$ cat config.mk
export PLATFORM = sky130hd
export DESIGN_NAME = sbie_exec
export DESIGN_NICKNAME = d
export VERILOG_FILES = /design/src/pkg/sbie_pkg.sv /design/src/core/sbie_exec.sv
export SDC_FILE = /design/constraint.sdc
export NUM_CORES = 1
export LEC_CHECK = 0
export ABC_AREA = 1
export BUFFER_PORTS_ARGS = -buffer_cell sky130_fd_sc_hd__buf_2
export CORE_MARGIN = 1.5
export CORE_UTILIZATION = 30
export CTS_CLUSTER_DIAMETER = 40
export DETAILED_ROUTE_END_ITERATION = 8
export SLEW_MARGIN = 25
export SYNTH_ARGS = -nofsm -noshare
export SYNTH_HDL_FRONTEND = slang
export SYNTH_SLANG_ARGS = --single-unit
$ cat constraint.sdc
create_clock -name clk -period 1.4 [get_ports clk]
set_input_delay 0.28 -clock clk [delete_from_list [all_inputs] [get_ports clk]]
set_output_delay 0.28 -clock clk [all_outputs]
set_load 0.01 [all_outputs]
$ cat src/pkg/sbie_pkg.sv
// package for the skip, branch and increment/decrement execution block
// ==========================================================================
// Notes on behaviour
// - decrement file, skip next when result zero
// - increment file, skip next when result zero
// - destination bit zero picks work, one file
// - jump loads immediate low, latch fills upper
// - jump takes two cycles, flags untouched
// - or literal into work, update zero flag
// - or literal result always goes to work
`default_nettype none
package sbie_pkg;

  // ==========================================================================
  // widths
  localparam int DATA_W  = 8;            // file and work register width
  localparam int ADDR_W  = 7;            // file address width
  localparam int IMM_W   = 11;           // jump immediate width
  localparam int PC_W    = 15;           // program counter width
  localparam int LATCH_W = 7;            // program counter latch width
  localparam int LAT_LO  = 3;            // latch bit feeding pc bit 11
  localparam int LAT_HI  = 6;            // latch bit feeding pc bit 14

  // reset values
  localparam logic [DATA_W-1:0] WORK_RST = 8'h00;
  localparam logic [PC_W-1:0]   PC_RST   = 15'h0000;

  // ==========================================================================
  // operations handled here
  typedef enum logic [2:0] {
    SBIE_OP_NONE,
    SBIE_OP_DEC_SKIP,
    SBIE_OP_INC_SKIP,
    SBIE_OP_JUMP,
    SBIE_OP_OR_LIT,
    SBIE_OP_INC_FILE
  } sbie_op_t;

  // issue stage states
  typedef enum logic [1:0] {
    SBIE_ST_RUN,
    SBIE_ST_NOP
  } sbie_state_t;

  // one instruction as presented by the decode stage
  typedef struct packed {
    logic                  valid;  // instruction present this cycle
    sbie_op_t              op;     // decoded operation
    logic [ADDR_W-1:0]     faddr;  // file register address
    logic                  dest;   // 0 work, 1 file
    logic [IMM_W-1:0]      imm;    // literal or jump target
  } sbie_instr_t;

  // file register write back
  typedef struct packed {
    logic              we;
    logic [ADDR_W-1:0] addr;
    logic [DATA_W-1:0] data;
  } sbie_fwr_t;

  // complete block state
  typedef struct packed {
    sbie_state_t       st;       // run or inserted no-op
    logic [DATA_W-1:0] work;     // work register
    logic              zero;     // zero flag
    logic [PC_W-1:0]   pc;       // program counter
    sbie_fwr_t         fwr;      // file write pulse
    logic              pc_load;  // pc loaded from jump, pulse
    logic              busy;     // second cycle of a two-cycle instruction
    logic              done;     // instruction retired, pulse
  } sbie_state_s_t;

endpackage : sbie_pkg
`default_nettype wire

$ cat src/core/sbie_exec.sv
// execution core for skip, jump, or-literal and increment instructions
`timescale 1ns/100ps
`default_nettype none

module sbie_exec (
  // clock and reset
  input  wire logic                               clk,
  input  wire logic                               rst,
  // instruction in
  input  wire sbie_pkg::sbie_instr_t              instr,
  input  wire logic [sbie_pkg::DATA_W-1:0]        file_rd,
  input  wire logic [sbie_pkg::LATCH_W-1:0]       pc_latch_high,
  // results out
  output logic [sbie_pkg::ADDR_W-1:0]             file_addr,
  output sbie_pkg::sbie_fwr_t                     file_wr,
  output logic [sbie_pkg::DATA_W-1:0]             work_q,
  output logic                                    zero_q,
  output logic [sbie_pkg::PC_W-1:0]               pc_q,
  output logic                                    pc_load_q,
  output logic                                    busy_q,
  output logic                                    done_q
);

  // ==========================================================================
  // state
  // every flop of the core lives in one packed struct; the arithmetic results
  // below are formed every cycle and only the one that the operation picks is used
  sbie_pkg::sbie_state_s_t s_q;   // registered state
  sbie_pkg::sbie_state_s_t s_d;   // next state
  logic [sbie_pkg::DATA_W-1:0] inc_v;  // file plus one
  logic [sbie_pkg::DATA_W-1:0] dec_v;  // file minus one
  logic [sbie_pkg::DATA_W-1:0] res_v;  // selected arithmetic result

  // ==========================================================================
  // next state
  // one combinational pass works out the whole next state from the registered
  // state and the instruction on the decode port; pulses fall back to zero by
  // default so that every write, load and retire lasts a single cycle
  always_comb begin
    // both neighbours of the file value, wrapping at the ends of the byte
    inc_v = file_rd + 8'h01;
    dec_v = file_rd - 8'h01;
    res_v = 8'h00;
    s_d = s_q;
    s_d.fwr.we = 1'b0;
    s_d.pc_load = 1'b0;
    s_d.done = 1'b0;
    s_d.busy = 1'b0;
    case (s_q.st)
      // inserted no-op: the following instruction is dropped
      sbie_pkg::SBIE_ST_NOP: begin
        s_d.st = sbie_pkg::SBIE_ST_RUN;
        s_d.done = 1'b1;
      end
      // run: take the instruction on the decode port when it is valid
      sbie_pkg::SBIE_ST_RUN: begin
        if (instr.valid) begin
          case (instr.op)
            sbie_pkg::SBIE_OP_DEC_SKIP,
            sbie_pkg::SBIE_OP_INC_SKIP,
            sbie_pkg::SBIE_OP_INC_FILE: begin
              // decrement for the decrement-skip form, otherwise increment
              res_v = (instr.op == sbie_pkg::SBIE_OP_DEC_SKIP) ? dec_v : inc_v;
              // destination bit: one writes the file back, zero loads work
              if (instr.dest) begin
                s_d.fwr.we = 1'b1;
                s_d.fwr.addr = instr.faddr;
                s_d.fwr.data = res_v;
              end else begin
                s_d.work = res_v;
              end
              if (instr.op == sbie_pkg::SBIE_OP_INC_FILE) begin
                s_d.zero = (res_v == 8'h00);
                s_d.done = 1'b1;
              end else if (res_v == 8'h00) begin
                // flags untouched; skip the next slot
                s_d.st = sbie_pkg::SBIE_ST_NOP;
                s_d.busy = 1'b1;
              end else begin
                s_d.done = 1'b1;
              end
            end
            // jump: low bits from the immediate, high bits from the latch;
            // the slot behind it is flushed just like a taken skip
            sbie_pkg::SBIE_OP_JUMP: begin
              s_d.pc = {pc_latch_high[sbie_pkg::LAT_HI:sbie_pkg::LAT_LO], instr.imm};
              s_d.pc_load = 1'b1;
              s_d.st = sbie_pkg::SBIE_ST_NOP;
              s_d.busy = 1'b1;
            end
            // or literal: only the low byte of the immediate is the literal,
            // and the result never reaches the file
            sbie_pkg::SBIE_OP_OR_LIT: begin
              res_v = s_q.work | instr.imm[sbie_pkg::DATA_W-1:0];
              s_d.work = res_v;
              s_d.zero = (res_v == 8'h00);
              s_d.done = 1'b1;
            end
            // unknown or absent operation: nothing is written and nothing
            // retires, so the bench sees no result for it
            default: begin
              s_d.done = 1'b0;
            end
          endcase
        end
      end
      // an unused state code falls back to run
      default: begin
        s_d.st = sbie_pkg::SBIE_ST_RUN;
      end
    endcase
  end

  // ==========================================================================
  // state register
  // asynchronous reset puts the core into the run state with work, flag and
  // program counter at their reset values and every pulse low
  always_ff @(posedge clk or posedge rst) begin
    if (rst) begin
      s_q <= '{st: sbie_pkg::SBIE_ST_RUN, work: sbie_pkg::WORK_RST, zero: 1'b0,
               pc: sbie_pkg::PC_RST, fwr: '0, pc_load: 1'b0, busy: 1'b0, done: 1'b0};
    end else begin
      s_q <= s_d;
    end
  end

  // ==========================================================================
  // outputs
  // every result comes straight from the state flops; the file address is the
  // one exception: it feeds the read port of the file, whose data must come
  // back in the same cycle, so a register here would cost a whole cycle
  assign file_addr = instr.faddr;
  assign file_wr   = s_q.fwr;
  assign work_q    = s_q.work;
  assign zero_q    = s_q.zero;
  assign pc_q      = s_q.pc;
  assign pc_load_q = s_q.pc_load;
  assign busy_q    = s_q.busy;
  assign done_q    = s_q.done;

  // ==========================================================================
  // checks
  // the instruction checks look one cycle past the edge that took the instruction,
  // where its registered results stand; the decrement-to-zero skip and two-cycle jump checks look one cycle more
  chk_skip_inserts_nop: assert property (@(posedge clk) disable iff (rst)
    (s_q.st == sbie_pkg::SBIE_ST_RUN && instr.valid && instr.op == sbie_pkg::SBIE_OP_DEC_SKIP
     && file_rd == 8'h01) |=> busy_q ##1 (done_q && !busy_q))
    else $error("decrement to zero did not skip");
  chk_incskip_nop: assert property (@(posedge clk) disable iff (rst)
    (s_q.st == sbie_pkg::SBIE_ST_RUN && instr.valid && instr.op == sbie_pkg::SBIE_OP_INC_SKIP
     && file_rd == 8'hFF) |=> busy_q)
    else $error("increment to zero did not skip");
  chk_skip_flags_kept: assert property (@(posedge clk) disable iff (rst)
    (s_q.st == sbie_pkg::SBIE_ST_RUN && instr.valid && (instr.op == sbie_pkg::SBIE_OP_DEC_SKIP
     || instr.op == sbie_pkg::SBIE_OP_INC_SKIP)) |=> $stable(zero_q))
    else $error("skip instruction changed zero flag");
  chk_dest_file_write: assert property (@(posedge clk) disable iff (rst)
    (s_q.st == sbie_pkg::SBIE_ST_RUN && instr.valid && instr.dest && instr.op == sbie_pkg::SBIE_OP_INC_FILE)
    |=> (file_wr.we && file_wr.data == $past(file_rd) + 8'h01 && $stable(work_q)))
    else $error("file destination not written");
  chk_dest_work_write: assert property (@(posedge clk) disable iff (rst)
    (s_q.st == sbie_pkg::SBIE_ST_RUN && instr.valid && !instr.dest && instr.op == sbie_pkg::SBIE_OP_DEC_SKIP)
    |=> (!file_wr.we && work_q == $past(file_rd) - 8'h01))
    else $error("work destination not written");
  chk_jump_target: assert property (@(posedge clk) disable iff (rst)
    (s_q.st == sbie_pkg::SBIE_ST_RUN && instr.valid && instr.op == sbie_pkg::SBIE_OP_JUMP)
    |=> (pc_load_q && pc_q == {$past(pc_latch_high[6:3]), $past(instr.imm)}))
    else $error("jump target wrong");
  chk_jump_two_cycles: assert property (@(posedge clk) disable iff (rst)
    (s_q.st == sbie_pkg::SBIE_ST_RUN && instr.valid && instr.op == sbie_pkg::SBIE_OP_JUMP)
    |=> (busy_q && $stable(zero_q)) ##1 (done_q && $stable(zero_q)))
    else $error("jump not two cycles");
  chk_or_literal: assert property (@(posedge clk) disable iff (rst)
    (s_q.st == sbie_pkg::SBIE_ST_RUN && instr.valid && instr.op == sbie_pkg::SBIE_OP_OR_LIT)
    |=> (!file_wr.we && work_q == ($past(work_q) | $past(instr.imm[7:0])) && zero_q == (work_q == 8'h00)))
    else $error("or literal result wrong");
  chk_inc_zero: assert property (@(posedge clk) disable iff (rst)
    (s_q.st == sbie_pkg::SBIE_ST_RUN && instr.valid && instr.op == sbie_pkg::SBIE_OP_INC_FILE)
    |=> (zero_q == ($past(file_rd) == 8'hFF) && !busy_q))
    else $error("increment zero flag wrong");
  chk_flush_slot_quiet: assert property (@(posedge clk) disable iff (rst)
    (s_q.st == sbie_pkg::SBIE_ST_NOP) |=> (!file_wr.we && !busy_q && !pc_load_q && done_q
     && $stable(work_q) && $stable(zero_q) && $stable(pc_q)))
    else $error("skipped slot was not a no-op");
  chk_decskip_no_skip: assert property (@(posedge clk) disable iff (rst)
    (s_q.st == sbie_pkg::SBIE_ST_RUN && instr.valid && instr.op == sbie_pkg::SBIE_OP_DEC_SKIP
     && file_rd != 8'h01) |=> (done_q && !busy_q))
    else $error("nonzero decrement did not retire in one cycle");
  chk_incskip_no_skip: assert property (@(posedge clk) disable iff (rst)
    (s_q.st == sbie_pkg::SBIE_ST_RUN && instr.valid && instr.op == sbie_pkg::SBIE_OP_INC_SKIP
     && file_rd != 8'hFF) |=> (done_q && !busy_q))
    else $error("nonzero increment did not retire in one cycle");
  chk_skip_file_dest: assert property (@(posedge clk) disable iff (rst)
    (s_q.st == sbie_pkg::SBIE_ST_RUN && instr.valid && instr.dest && instr.op == sbie_pkg::SBIE_OP_INC_SKIP)
    |=> (file_wr.we && file_wr.addr == $past(instr.faddr) && file_wr.data == $past(file_rd) + 8'h01))
    else $error("skip result not written to file");
  chk_inc_work_dest: assert property (@(posedge clk) disable iff (rst)
    (s_q.st == sbie_pkg::SBIE_ST_RUN && instr.valid && !instr.dest && instr.op == sbie_pkg::SBIE_OP_INC_FILE)
    |=> (!file_wr.we && work_q == $past(file_rd) + 8'h01))
    else $error("increment not written to work");
  chk_pc_hold: assert property (@(posedge clk) disable iff (rst)
    !(s_q.st == sbie_pkg::SBIE_ST_RUN && instr.valid && instr.op == sbie_pkg::SBIE_OP_JUMP)
    |=> ($stable(pc_q) && !pc_load_q))
    else $error("program counter moved without a jump");
  chk_busy_one_cycle: assert property (@(posedge clk) disable iff (rst)
    busy_q |=> (!busy_q && done_q))
    else $error("two-cycle instruction did not retire on its second cycle");
  chk_jump_keeps_data: assert property (@(posedge clk) disable iff (rst)
    (s_q.st == sbie_pkg::SBIE_ST_RUN && instr.valid && instr.op == sbie_pkg::SBIE_OP_JUMP)
    |=> (!file_wr.we && $stable(work_q)))
    else $error("jump touched work or file");
  chk_or_single_cycle: assert property (@(posedge clk) disable iff (rst)
    (s_q.st == sbie_pkg::SBIE_ST_RUN && instr.valid && instr.op == sbie_pkg::SBIE_OP_OR_LIT)
    |=> (done_q && !busy_q && !pc_load_q))
    else $error("or literal did not retire in one cycle");

  // ==========================================================================
  // scenarios worth seeing
  cov_dec_skip: cover property (@(posedge clk) disable iff (rst) busy_q && !pc_load_q);
  cov_jump: cover property (@(posedge clk) disable iff (rst) pc_load_q);
  cov_or_zero: cover property (@(posedge clk) disable iff (rst) done_q && zero_q);
  cov_skip_to_file: cover property (@(posedge clk) disable iff (rst) busy_q && file_wr.we);
  cov_jump_retired: cover property (@(posedge clk) disable iff (rst) done_q && $past(pc_load_q));

endmodule : sbie_exec // sbie_exec

`default_nettype wire

==> results of run 1 <==
[worst max-delay path, delay by kind of cell]
family                 cells  cell delay [ns]
buffers and inverters      4             0.42
AND/OR/NAND/NOR           11             1.01
[layout make-up]
type | instances | area, sq um | share of cell area (%)
inverter | 26 | 140 | 3.90
timing repair buffer | 141 | 931 | 25.9
clock inverter | 2 | 15.0 | 0.418
sequential | 44 | 1100 | 30.6
tap | 105 | 131 | 3.66
clock buffer | 6 | 82.6 | 2.30
multi-input combinational | 216 | 1190 | 33.2
[power breakdown]
group          internal, mW  switching (mW)
clock                 0.399           0.434
combinational         0.582           0.692
sequential             1.52           0.144
[per-layer routing]
| metal | up-vias | global-route usage, % | part of all wire (%) |
|---|---|---|---|
| met5 | - | 0 | 0 |
| met4 | 0 | 5.15 | 1.5 |
| met3 | 9 | 3.32 | 5.7 |
| met2 | 64 | 24.4 | 50 |
| met1 | 1098 | 16.7 | 43 |
| li1 | 1201 | - | - |
[layout by cell type (no fill, tap or decap), drive strengths merged]
cell type and n:
clkbuf 6, nand4 4, nand3b 1, nor2 26, o41ai 1, nand2 138, o31ai 1, xor2 2
o21ai 12, inv 26, a41o 2, o22a 1, o211ai 2, a22o 2, a21oi 7, o21bai 1
clkinvlp 2, nand3 13, nor3 2, dfrtp 44, ha 1, buf 141
[worst min path at each step]
| stage | start | depth (start not counted) | endpoint |
|---|---|---|---|
| after floorplan | file_rd[0] | 1 | file_wr[0] |
| after global placement | rst | 3 | pc_q[14] |
| after detailed placement | rst | 3 | pc_q[14] |
| after CTS | rst | 3 | file_wr[9] |
| after global routing | rst | 3 | file_wr[13] |
| final | rst | 3 | file_wr[9] |
[cells by family after synthesis]
family / share of synthesized area [%]
compound gates: 7.25
xor+xnor: 0.676
buf+inv: 18.2
flops: 42.5
fa+ha+maj: 0.483
simple gates: 30.9
[state kept, by name (all words and copies together), names as in the netlist]
signal / flops
done_q: 1
file_wr: 16
pc_load_q: 1
busy_q: 1
work_q: 8
s_q: 1
pc_q: 15
zero_q: 1
[timing repair]
action,4_1_cts,5_1_grt
pin swaps,19,19
endpoints found under the setup margin,15,22
hold buffers,0,0
setup buffers,10,4
resized for setup,22,43
[metrics by stage]
step / hold slack [ns] / cell area (sq um) / total power [mW] / util [%] / worst slack, ns
floorplan: 0.389 / 2650 / 2.61 / - / -0.230
global route: 0.0251 / 3590 / 4.05 / 43.3 / -0.202
CTS: 0.00819 / 3430 / 3.75 / 41.4 / -0.0434
global placement: 0.331 / 3180 / 2.82 / 38.3 / -0.462
detailed placement: 0.330 / 3180 / 2.85 / 38.3 / -0.527
finish: 0.00315 / 3590 / 3.78 / 43.3 / -0.106
==> summary.txt, run 1 <==
Route
  – WL final: ~6.7 mm
  – Detail-routed via count per cell: about 4.4
  – Routed vias: about 2.4k
  – WL per Instance: 12.3 um
  – TritonRoute pass-1 iters: 4
  – DRC Markers: 0
  – Post-route ant nets: 0
  – Initial DRC count: 76

Final layout
  – Non-Filler Instances: between 500 and 600
  – Synthesis-to-layout area growth: 38.7%
  – N_diodes: 0
  – Layout Nets: ~480
  – Layout cell share with drive strength beyond 1: between 40% and 50%
  – Number of fillers in the final layout: 860

Synthesis
  – Avg Cell Area, Syn: between 7 and 8 sq um
  – #FFs+latches synth: 44
  – Cells after synthesis: around 340
  – Post-Syn Nets: roughly 380
  – Synthesis Warnings: 0
  – Yosys cell types: 30
  – Post-synth top cells: nand2_1 (129), buf_4 (46), dfrtp_1 (44)
  – Main synth FF type: dfrtp_1
  – Post-synthesis sequential area ratio: between 40% and 50%
  – Synth Cell Area: about 2600 sq um
  – Top post-synthesis cells by area: dfrtp_1 (43%), nand2_1 (19%), buf_4 (13%)
  – Count leader, synth: nand2_1
  – Cell taking the most area after synthesis: dfrtp_1
  – EDFF count, synth: 0
  – Top cell type's share of synthesized area: between 40 and 50%
  – Ys async rst share: 100%

Global route
  – GRT Residual Overflow: 0
  – First-pass GRT wire length: between 9 and 10 mm
  – Largest net degree at the start of global routing: 45
  – Vias in the first global route: 2,215
  – GRT Overall Usage: roughly 14%
  – Antenna violations before repair: 0

Timing
  – Post-route clock period utilization: 108%
  – Max-slew violations: 0
  – Worst-Margin Slew: about 0.5 ns
  – Worst setup margin: -0.106 ns
  – Clock skew: between 0.005 and 0.006 ns
  – Max_slew headroom: about 67%
  – Final Critical Period: between 1.5 and 2 ns
  – F_max: approximately 0.66 GHz
  – RSZ-0062 raised after global routing: true
  – Hold Vio Cnt, Final: 0
  – Setup TNS Final: -0.407 ns
  – Final setup violation count: 8

Place
  – Port bufs: 86
  – Placer Congestion: roughly 0.8
  – HPWL Detailed: approximately 5.0 mm
  – Placed insts: 519

Hold path
  – Worst hold path class: in2async

Critical path
  – Critical path class: in2reg
  – Crit path max fanout: 3
  – Critical Path RT: between 1.5 and 2 ns
  – Crit path capture type: flip-flop
  – Reg2reg path depth: 6
  – Critical path's largest stage delay: around 0.16 ns
  – Worst setup SP type: input port
  – Slowest CP cell: nor2_4
  – Worst R2R End: work_q[7]
  – Critical Path, Cell by Cell: buf_12 -> nor2_4 -> nand3_2 -> nand2_2 -> inv_2 -> buf_4 -> buf_4 -> nand2_2 -> nand3_2 -> nand2_2 -> nand3_2 -> nor2_4 -> nand2_4 -> nand3_2 -> nand2_1
  – Worst path most repeated cell: nand3_2
  – Reg-to-reg setup timing slack: 0.12 ns
  – Worst r2r src: s_q[43]
  – Crit path to: done_q
  – CP startpoint: instr[20]
  – Crit path DAT: about 1.7 ns

Floorplanning
  – Top-Level Pins: 90
  – Die X: ~96 um
  – Row cnt: 33
  – Die height: 95.9 um
  – Total core area: 8300 sq um
  – Total Die Area: a little over 9000 sq um
  – Initial Utilization: a little under a third

Power and ir drop
  – LEAKAGE: just under 2 nW
  – Pwr Density: ~1100 nW/um^2
  – Peak supply drop: 0.426 mV

Run
  – Number of max-cap violations: 0

CTS
  – Htree depth: 2
  – Skew-Pair Late Insertion Delay: 0.29 ns
  – CTS Buf Count: 5
  – Num Clock Sinks: between 40 and 50
  – Root Driver: clkbuf_8
  – Clk pin slew, worst setup/hold paths: roughly 0.080 ns
  – Longest Clk Path Bufs: 2
  – CTS tree: yes

Status
  – Failing checks: negative setup slack
  – Outcome: finished with violations
No activity file was read; power rests on OpenSTA's default activity.
==> run 2, diff against run 1 <==
==> constraint.sdc (replaced) <==
create_clock -name clk -period 1.34 [get_ports clk]
set_input_delay 0.268 -clock clk [delete_from_list [all_inputs] [get_ports clk]]
set_output_delay 0.268 -clock clk [all_outputs]
set_load 0.01 [all_outputs]
==> summary.txt, run 2 (synthesized netlist as in run 1, its figures left out) <==
Run
  – Number of max-cap violations: 0

Route
  – WL final: about 6.4 mm
  – WL per Instance: approximately 12 um
  – Routed vias: 2,332
  – Initial DRC count: 73
  – Detail-routed via count per cell: approximately 4.3
  – Post-route ant nets: 0
  – TritonRoute pass-1 iters: 4
  – DRC Markers: 0

Critical path
  – Worst R2R End: work_q[6]
  – Reg-to-reg setup timing slack: -0.02 ns
  – Critical Path RT: approximately 1.5 ns
  – Crit path max fanout: 3
  – Crit path to: done_q
  – Critical Path, Cell by Cell: buf_12 -> nor2_4 -> nand3_2 -> nand2_2 -> inv_2 -> ha_4 -> inv_4 -> nand2_4 -> nand4_1 -> nand2_1 -> nand2_1 -> nand2_2 -> nor2_4 -> nand2_2 -> nand3_2 -> nand2_1
  – CP startpoint: instr[20]
  – Critical path class: in2reg
  – Crit path DAT: 1.61 ns
  – Critical path's largest stage delay: 0.15 ns
  – Crit path capture type: flip-flop
  – CP delay by family, top: simple AND/OR/NAND/NOR gates
  – Worst r2r src: s_q[43]
  – Instance count on the critical path: 16
  – Buf/Inv on CP: 3
  – Slowest CP cell: ha_4
  – Worst setup SP type: input port
  – Reg2reg path depth: 7

Floorplanning
  – Top-Level Pins: 90
  – Initial Utilization: 31.2%
  – Die X: between 90 and 100 um
  – Total core area: slightly above 8000 sq um
  – Die height: roughly 96 um
  – Total Die Area: between 9000 and 10,000 sq um
  – Row cnt: 33

Global route
  – Vias in the first global route: 2,041
  – GRT Residual Overflow: 0
  – GRT Overall Usage: roughly 14%
  – First-pass GRT wire length: between 9 and 10 mm
  – Antenna violations before repair: 0
  – Largest net degree at the start of global routing: 45

Timing
  – Hold Vio Cnt, Final: 0
  – F_max: ~0.71 GHz
  – Worst setup margin: -0.0706 ns
  – RSZ-0062 raised after global routing: true
  – Post-route clock period utilization: 105%
  – Final setup violation count: 12
  – Worst-Margin Slew: 0.482 ns
  – Max-slew violations: 0
  – Final Critical Period: between 1 and 1.5 ns
  – Clock skew: 0.00810 ns
  – Max_slew headroom: about two thirds

Status
  – Failing checks: negative setup slack
  – Outcome: finished with violations

Place
  – Port bufs: between 80 and 90
  – HPWL Detailed: slightly below 5 mm
  – Setup WS pre-CTS: -0.577 ns
  – Placed insts: approximately 520
  – Placer Congestion: 0.806

Final layout
  – Layout cell share with drive strength beyond 1: 46.2%
  – Most frequent cells in the layout: nand2_1 (116), buf_2 (83), buf_4 (50)
  – Synthesis-to-layout area growth: 37.3%
  – Max reg flops: 16
  – Number of fillers in the final layout: between 800 and 900
  – Non-Filler Instances: around 540
  – N_diodes: 0
  – Layout Nets: between 400 and 500
  – Commonest non-fill, non-tap cell in the layout: nand2_1

Hold path
  – Hold Path Depth: 3
  – Worst hold path class: in2reg

CTS
  – Htree depth: 2
  – CTS tree: yes
  – Num Clock Sinks: between 40 and 50
  – Clk pin slew, worst setup/hold paths: roughly 0.080 ns
  – Skew-Pair Late Insertion Delay: 0.30 ns
  – Root Driver: clkbuf_8
  – CTS Buf Count: 5
  – Longest Clk Path Bufs: 2

Power and ir drop
  – LEAKAGE: roughly 2.0 nW
  – Pwr Density: between 1000 and 1500 nW/um^2
  – Peak supply drop: 0.384 mV
-- run 2: cell type report --
cell class                 instances  area, sq um  share of cell area, %
sequential                        44         1100                   31.0
clock inverter                     2         35.0                  0.985
tap                              105          131                   3.69
clock buffer                       6         72.6                   2.04
timing repair buffer             143          946                   26.6
multi-input combinational        216         1130                   31.8
inverter                          26          140                   3.94
-- run 2: where the power goes --
| part | switching [mW] | internal (mW) |
|---|---|---|
| clock network | 0.437 | 0.553 |
| logic | 0.698 | 0.599 |
| registers | 0.150 | 1.59 |
-- run 2: layer usage --
| layer | part of all wire [%] | vias to the layer above | global-route usage (%) |
|---|---|---|---|
| met5 | 0 | - | 0 |
| met4 | 1.3 | 0 | 4.78 |
| met3 | 5.1 | 4 | 3.40 |
| met2 | 48 | 57 | 23.3 |
| met1 | 45 | 1065 | 17.2 |
| li1 | - | 1206 | - |
-- run 2: how the worst min path moves through the flow --
| stage | start | endpoint | slack, ns |
|---|---|---|---|
| after floorplan | file_rd[0] | file_wr[0] | 0.38 |
| after global placement | rst | pc_q[14] | 0.32 |
| after detailed placement | rst | file_wr[8] | 0.32 |
| after CTS | instr[9] | pc_q[9] | 0.17 |
| after global routing | instr[8] | pc_q[8] | 0.18 |
| final | instr[9] | pc_q[9] | 0.17 |
-- run 2: per-stage QoR --
step / utilization (%) / power, mW / hold WS [ns] / setup TNS [ns] / instance area [sq um]
final: 42.8 / 4.03 / 0.169 / -0.556 / 3560
after global routing: 42.8 / 4.32 / 0.177 / -1.79 / 3560
after CTS: 41.5 / 4.04 / 0.165 / -0.375 / 3450
after detailed placement: 38.5 / 2.98 / 0.323 / -13.28 / 3200
after global placement: 38.5 / 2.95 / 0.318 / -12.33 / 3200
after floorplan: - / 2.73 / 0.377 / -1.58 / 2650
-- run 2: repair_timing --
action                                 4_1_cts  5_1_grt
hold buffers                                 1        0
setup endpoints to repair                   27       27
endpoints found under the hold margin       14        0
setup buffers                                6        6
pin swaps                                   18       22
gates resized for setup                     19       24
gates cloned                                 0        0
-- run 2: tightest hold or removal path: cells and delay by family --
family                 cells  cell delay (ns)
buffers and inverters      1             0.08
and+or+nand+nor            2             0.09
==> run 3, diff against run 2 <==
--- a/config.mk
+++ b/config.mk
@@ -7,10 +7,12 @@
 export LEC_CHECK = 0
 export ABC_AREA = 1
 export BUFFER_PORTS_ARGS = -buffer_cell sky130_fd_sc_hd__buf_2
+export CAP_MARGIN = 20
 export CORE_MARGIN = 1.5
 export CORE_UTILIZATION = 30
 export CTS_CLUSTER_DIAMETER = 40
 export DETAILED_ROUTE_END_ITERATION = 8
+export SETUP_SLACK_MARGIN = 0.2
 export SLEW_MARGIN = 25
 export SYNTH_ARGS = -nofsm -noshare
 export SYNTH_HDL_FRONTEND = slang
==> summary.txt, run 3 (synthesized netlist as in run 1, its figures left out) <==
Final layout
  – Layout cell share with drive strength beyond 1: 50.9%
  – Max reg flops: 16
  – Synthesis-to-layout area growth: 46.7%
  – N_diodes: 0
  – Most frequent cells in the layout: nand2_1 (111), buf_2 (80), buf_4 (55)
  – Commonest non-fill, non-tap cell in the layout: nand2_1
  – Non-Filler Instances: roughly 550
  – Layout Nets: a little under 500
  – Number of fillers in the final layout: a little under 900

Hold path
  – Worst Min Path Start: instr[8]
  – Hold Path Depth: 3
  – WHS Endpoint: pc_q[8]
  – Worst hold path class: in2reg

CTS
  – Skew-Pair Late Insertion Delay: ~0.29 ns
  – Htree depth: 2
  – CTS Buf Count: 5
  – Num Clock Sinks: between 40 and 50
  – Clk pin slew, worst setup/hold paths: approximately 0.080 ns
  – Longest Clk Path Bufs: 2
  – Root Driver: clkbuf_8
  – CTS tree: yes

Timing
  – Max_slew headroom: 72.0%
  – Final Critical Period: 1.51 ns
  – Post-route clock period utilization: 112%
  – F_max: ~0.66 GHz
  – Worst-Margin Slew: 0.416 ns
  – Final setup violation count: 11
  – Hold Vio Cnt, Final: 0
  – Worst setup margin: -0.166 ns
  – RSZ-0062 raised after global routing: true
  – Clock skew: 0.00916 ns
  – Max-slew violations: 0

Floorplanning
  – Die height: 95.9 um
  – Total Die Area: 9200 sq um
  – Top-Level Pins: 90
  – Die X: around 96 um
  – Row cnt: 33
  – Total core area: between 8000 and 9000 sq um
  – Initial Utilization: 31.2%

Power and ir drop
  – Power Total: ~4.2 mW
  – LEAKAGE: 2.08 nW
  – Pwr Density: about 1100 nW/um^2
  – Peak supply drop: ~0.48 mV

Place
  – Port bufs: 86
  – Placer Congestion: 0.831
  – Placed insts: approximately 530
  – HPWL Detailed: roughly 4.9 mm
  – Setup WS pre-CTS: -0.555 ns

Global route
  – Antenna violations before repair: 0
  – GRT Overall Usage: 14.2%
  – GRT Residual Overflow: 0
  – Largest net degree at the start of global routing: 30
  – First-pass GRT wire length: around 10 mm
  – Vias in the first global route: between 2k and 2.5k

Critical path
  – Crit path capture type: flip-flop
  – Worst setup SP type: input port
  – Critical path class: in2reg
  – Reg-to-reg setup timing slack: 0 ns
  – Crit path DAT: 1.70 ns
  – Crit path max fanout: 5
  – Reg2reg path depth: 7
  – Worst R2R End: zero_q
  – Worst r2r src: s_q[43]
  – Critical Path RT: about 1.5 ns

Route
  – WL per Instance: between 10 and 15 um
  – Post-route ant nets: 0
  – WL final: 6.64 mm
  – TritonRoute pass-1 iters: 4
  – Routed vias: 2,368
  – Initial DRC count: between 60 and 70
  – DRC Markers: 0
  – Detail-routed via count per cell: around 4.3

Run
  – Number of max-cap violations: 0

Status
  – Failing checks: negative setup slack
  – Outcome: finished with violations
[run 3: changes by cell type in the layout (fill, tap and decap cells not counted), moves of 3 or more]
| cell | before | now |
|---|---|---|
| nand2_1 | 116 | 111 |
| buf_6 | 4 | 14 |
| o21ai_2 | 0 | 3 |
| buf_2 | 83 | 80 |
| buf_4 | 50 | 55 |
| inv_1 | 16 | 13 |
| nand2_4 | 3 | 10 |
| o21ai_0 | 8 | 5 |
| nor2_1 | 19 | 16 |
[run 3: routing by layer]
metal / part of all wire, % / vias up / routed length, um / GRT usage (%)
met2: 49 / 57 / 3260 / 23.9
met3: 5.3 / 4 / 352 / 2.69
met5: 0 / - / 0 / 0
met1: 45 / 1083 / 2970 / 18.7
met4: 0.86 / 0 / 57 / 3.31
li1: - / 1224 / - / -
[run 3: area by class of cell]
type / instances / area, sq um / share of cell area, %
Multi-Input combinational cell: 216 / 1240 / 32.7
Sequential cell: 44 / 1100 / 29.0
Timing Repair Buffer: 154 / 1060 / 27.9
Inverter: 26 / 158 / 4.15
Tap cell: 105 / 131 / 3.46
Clock buffer: 6 / 72.6 / 1.91
Clock inverter: 2 / 35.0 / 0.922
[run 3: worst max path at each step]
stage / start / to / slack, ns / depth (start not counted)
after global routing: instr[19] / done_q / -0.25 / 17
after global placement: instr[19] / done_q / -0.50 / 17
final: instr[19] / done_q / -0.17 / 17
after detailed placement: instr[19] / s_q[43] / -0.55 / 16
after CTS: instr[21] / done_q / -0.09 / 18
after floorplan: instr[19] / done_q / -0.25 / 16
[run 3: per-stage QoR]
stage	util, %	area (sq um)	TNS [ns]	hold slack (ns)
6_report	45.8	3800	-1.11	0.174
5_1_grt	45.8	3800	-2.33	0.174
4_1_cts	42.7	3540	-0.318	0.168
3_5_place_dp	38.9	3230	-13.16	0.284
3_3_place_gp	38.9	3230	-12.17	0.279
2_1_floorplan	-	2680	-1.36	0.272
[run 3: critical path, stage by stage]
cell and delay [ns]:
buf_12 0.10, inv_12 0.03, nor2_4 0.14, nand3_4 0.11, nand2_4 0.09, inv_4 0.04, ha_4 0.15, inv_4 0.06
nand2_4 0.06, nand4_1 0.11, nand2_1 0.07, nand2_1 0.07, nand2_2 0.08, nor2_4 0.12, nand2_4 0.08, nand3_2 0.07
nand2_1 0.05
[run 3: report_power, final]
| group | switching (mW) | leakage, nW | total, mW | internal [mW] |
|---|---|---|---|---|
| registers | 0.161 | 0.553 | 1.76 | 1.60 |
| clock network | 0.429 | 0.0552 | 0.983 | 0.553 |
| logic | 0.756 | 1.47 | 1.47 | 0.714 |
| total | 1.35 | 2.08 | 4.21 | 2.86 |
[run 3: timing repair]
| action | 4_1_cts | 5_1_grt |
|---|---|---|
| gates resized for setup | 41 | 41 |
| setup endpoints to repair | 44 | 53 |
| gates cloned | 0 | 0 |
| pin swaps | 25 | 16 |
| hold endpoints to repair | 15 | 0 |
| buffers inserted | 7 | 12 |
| hold buffers | 1 | 0 |
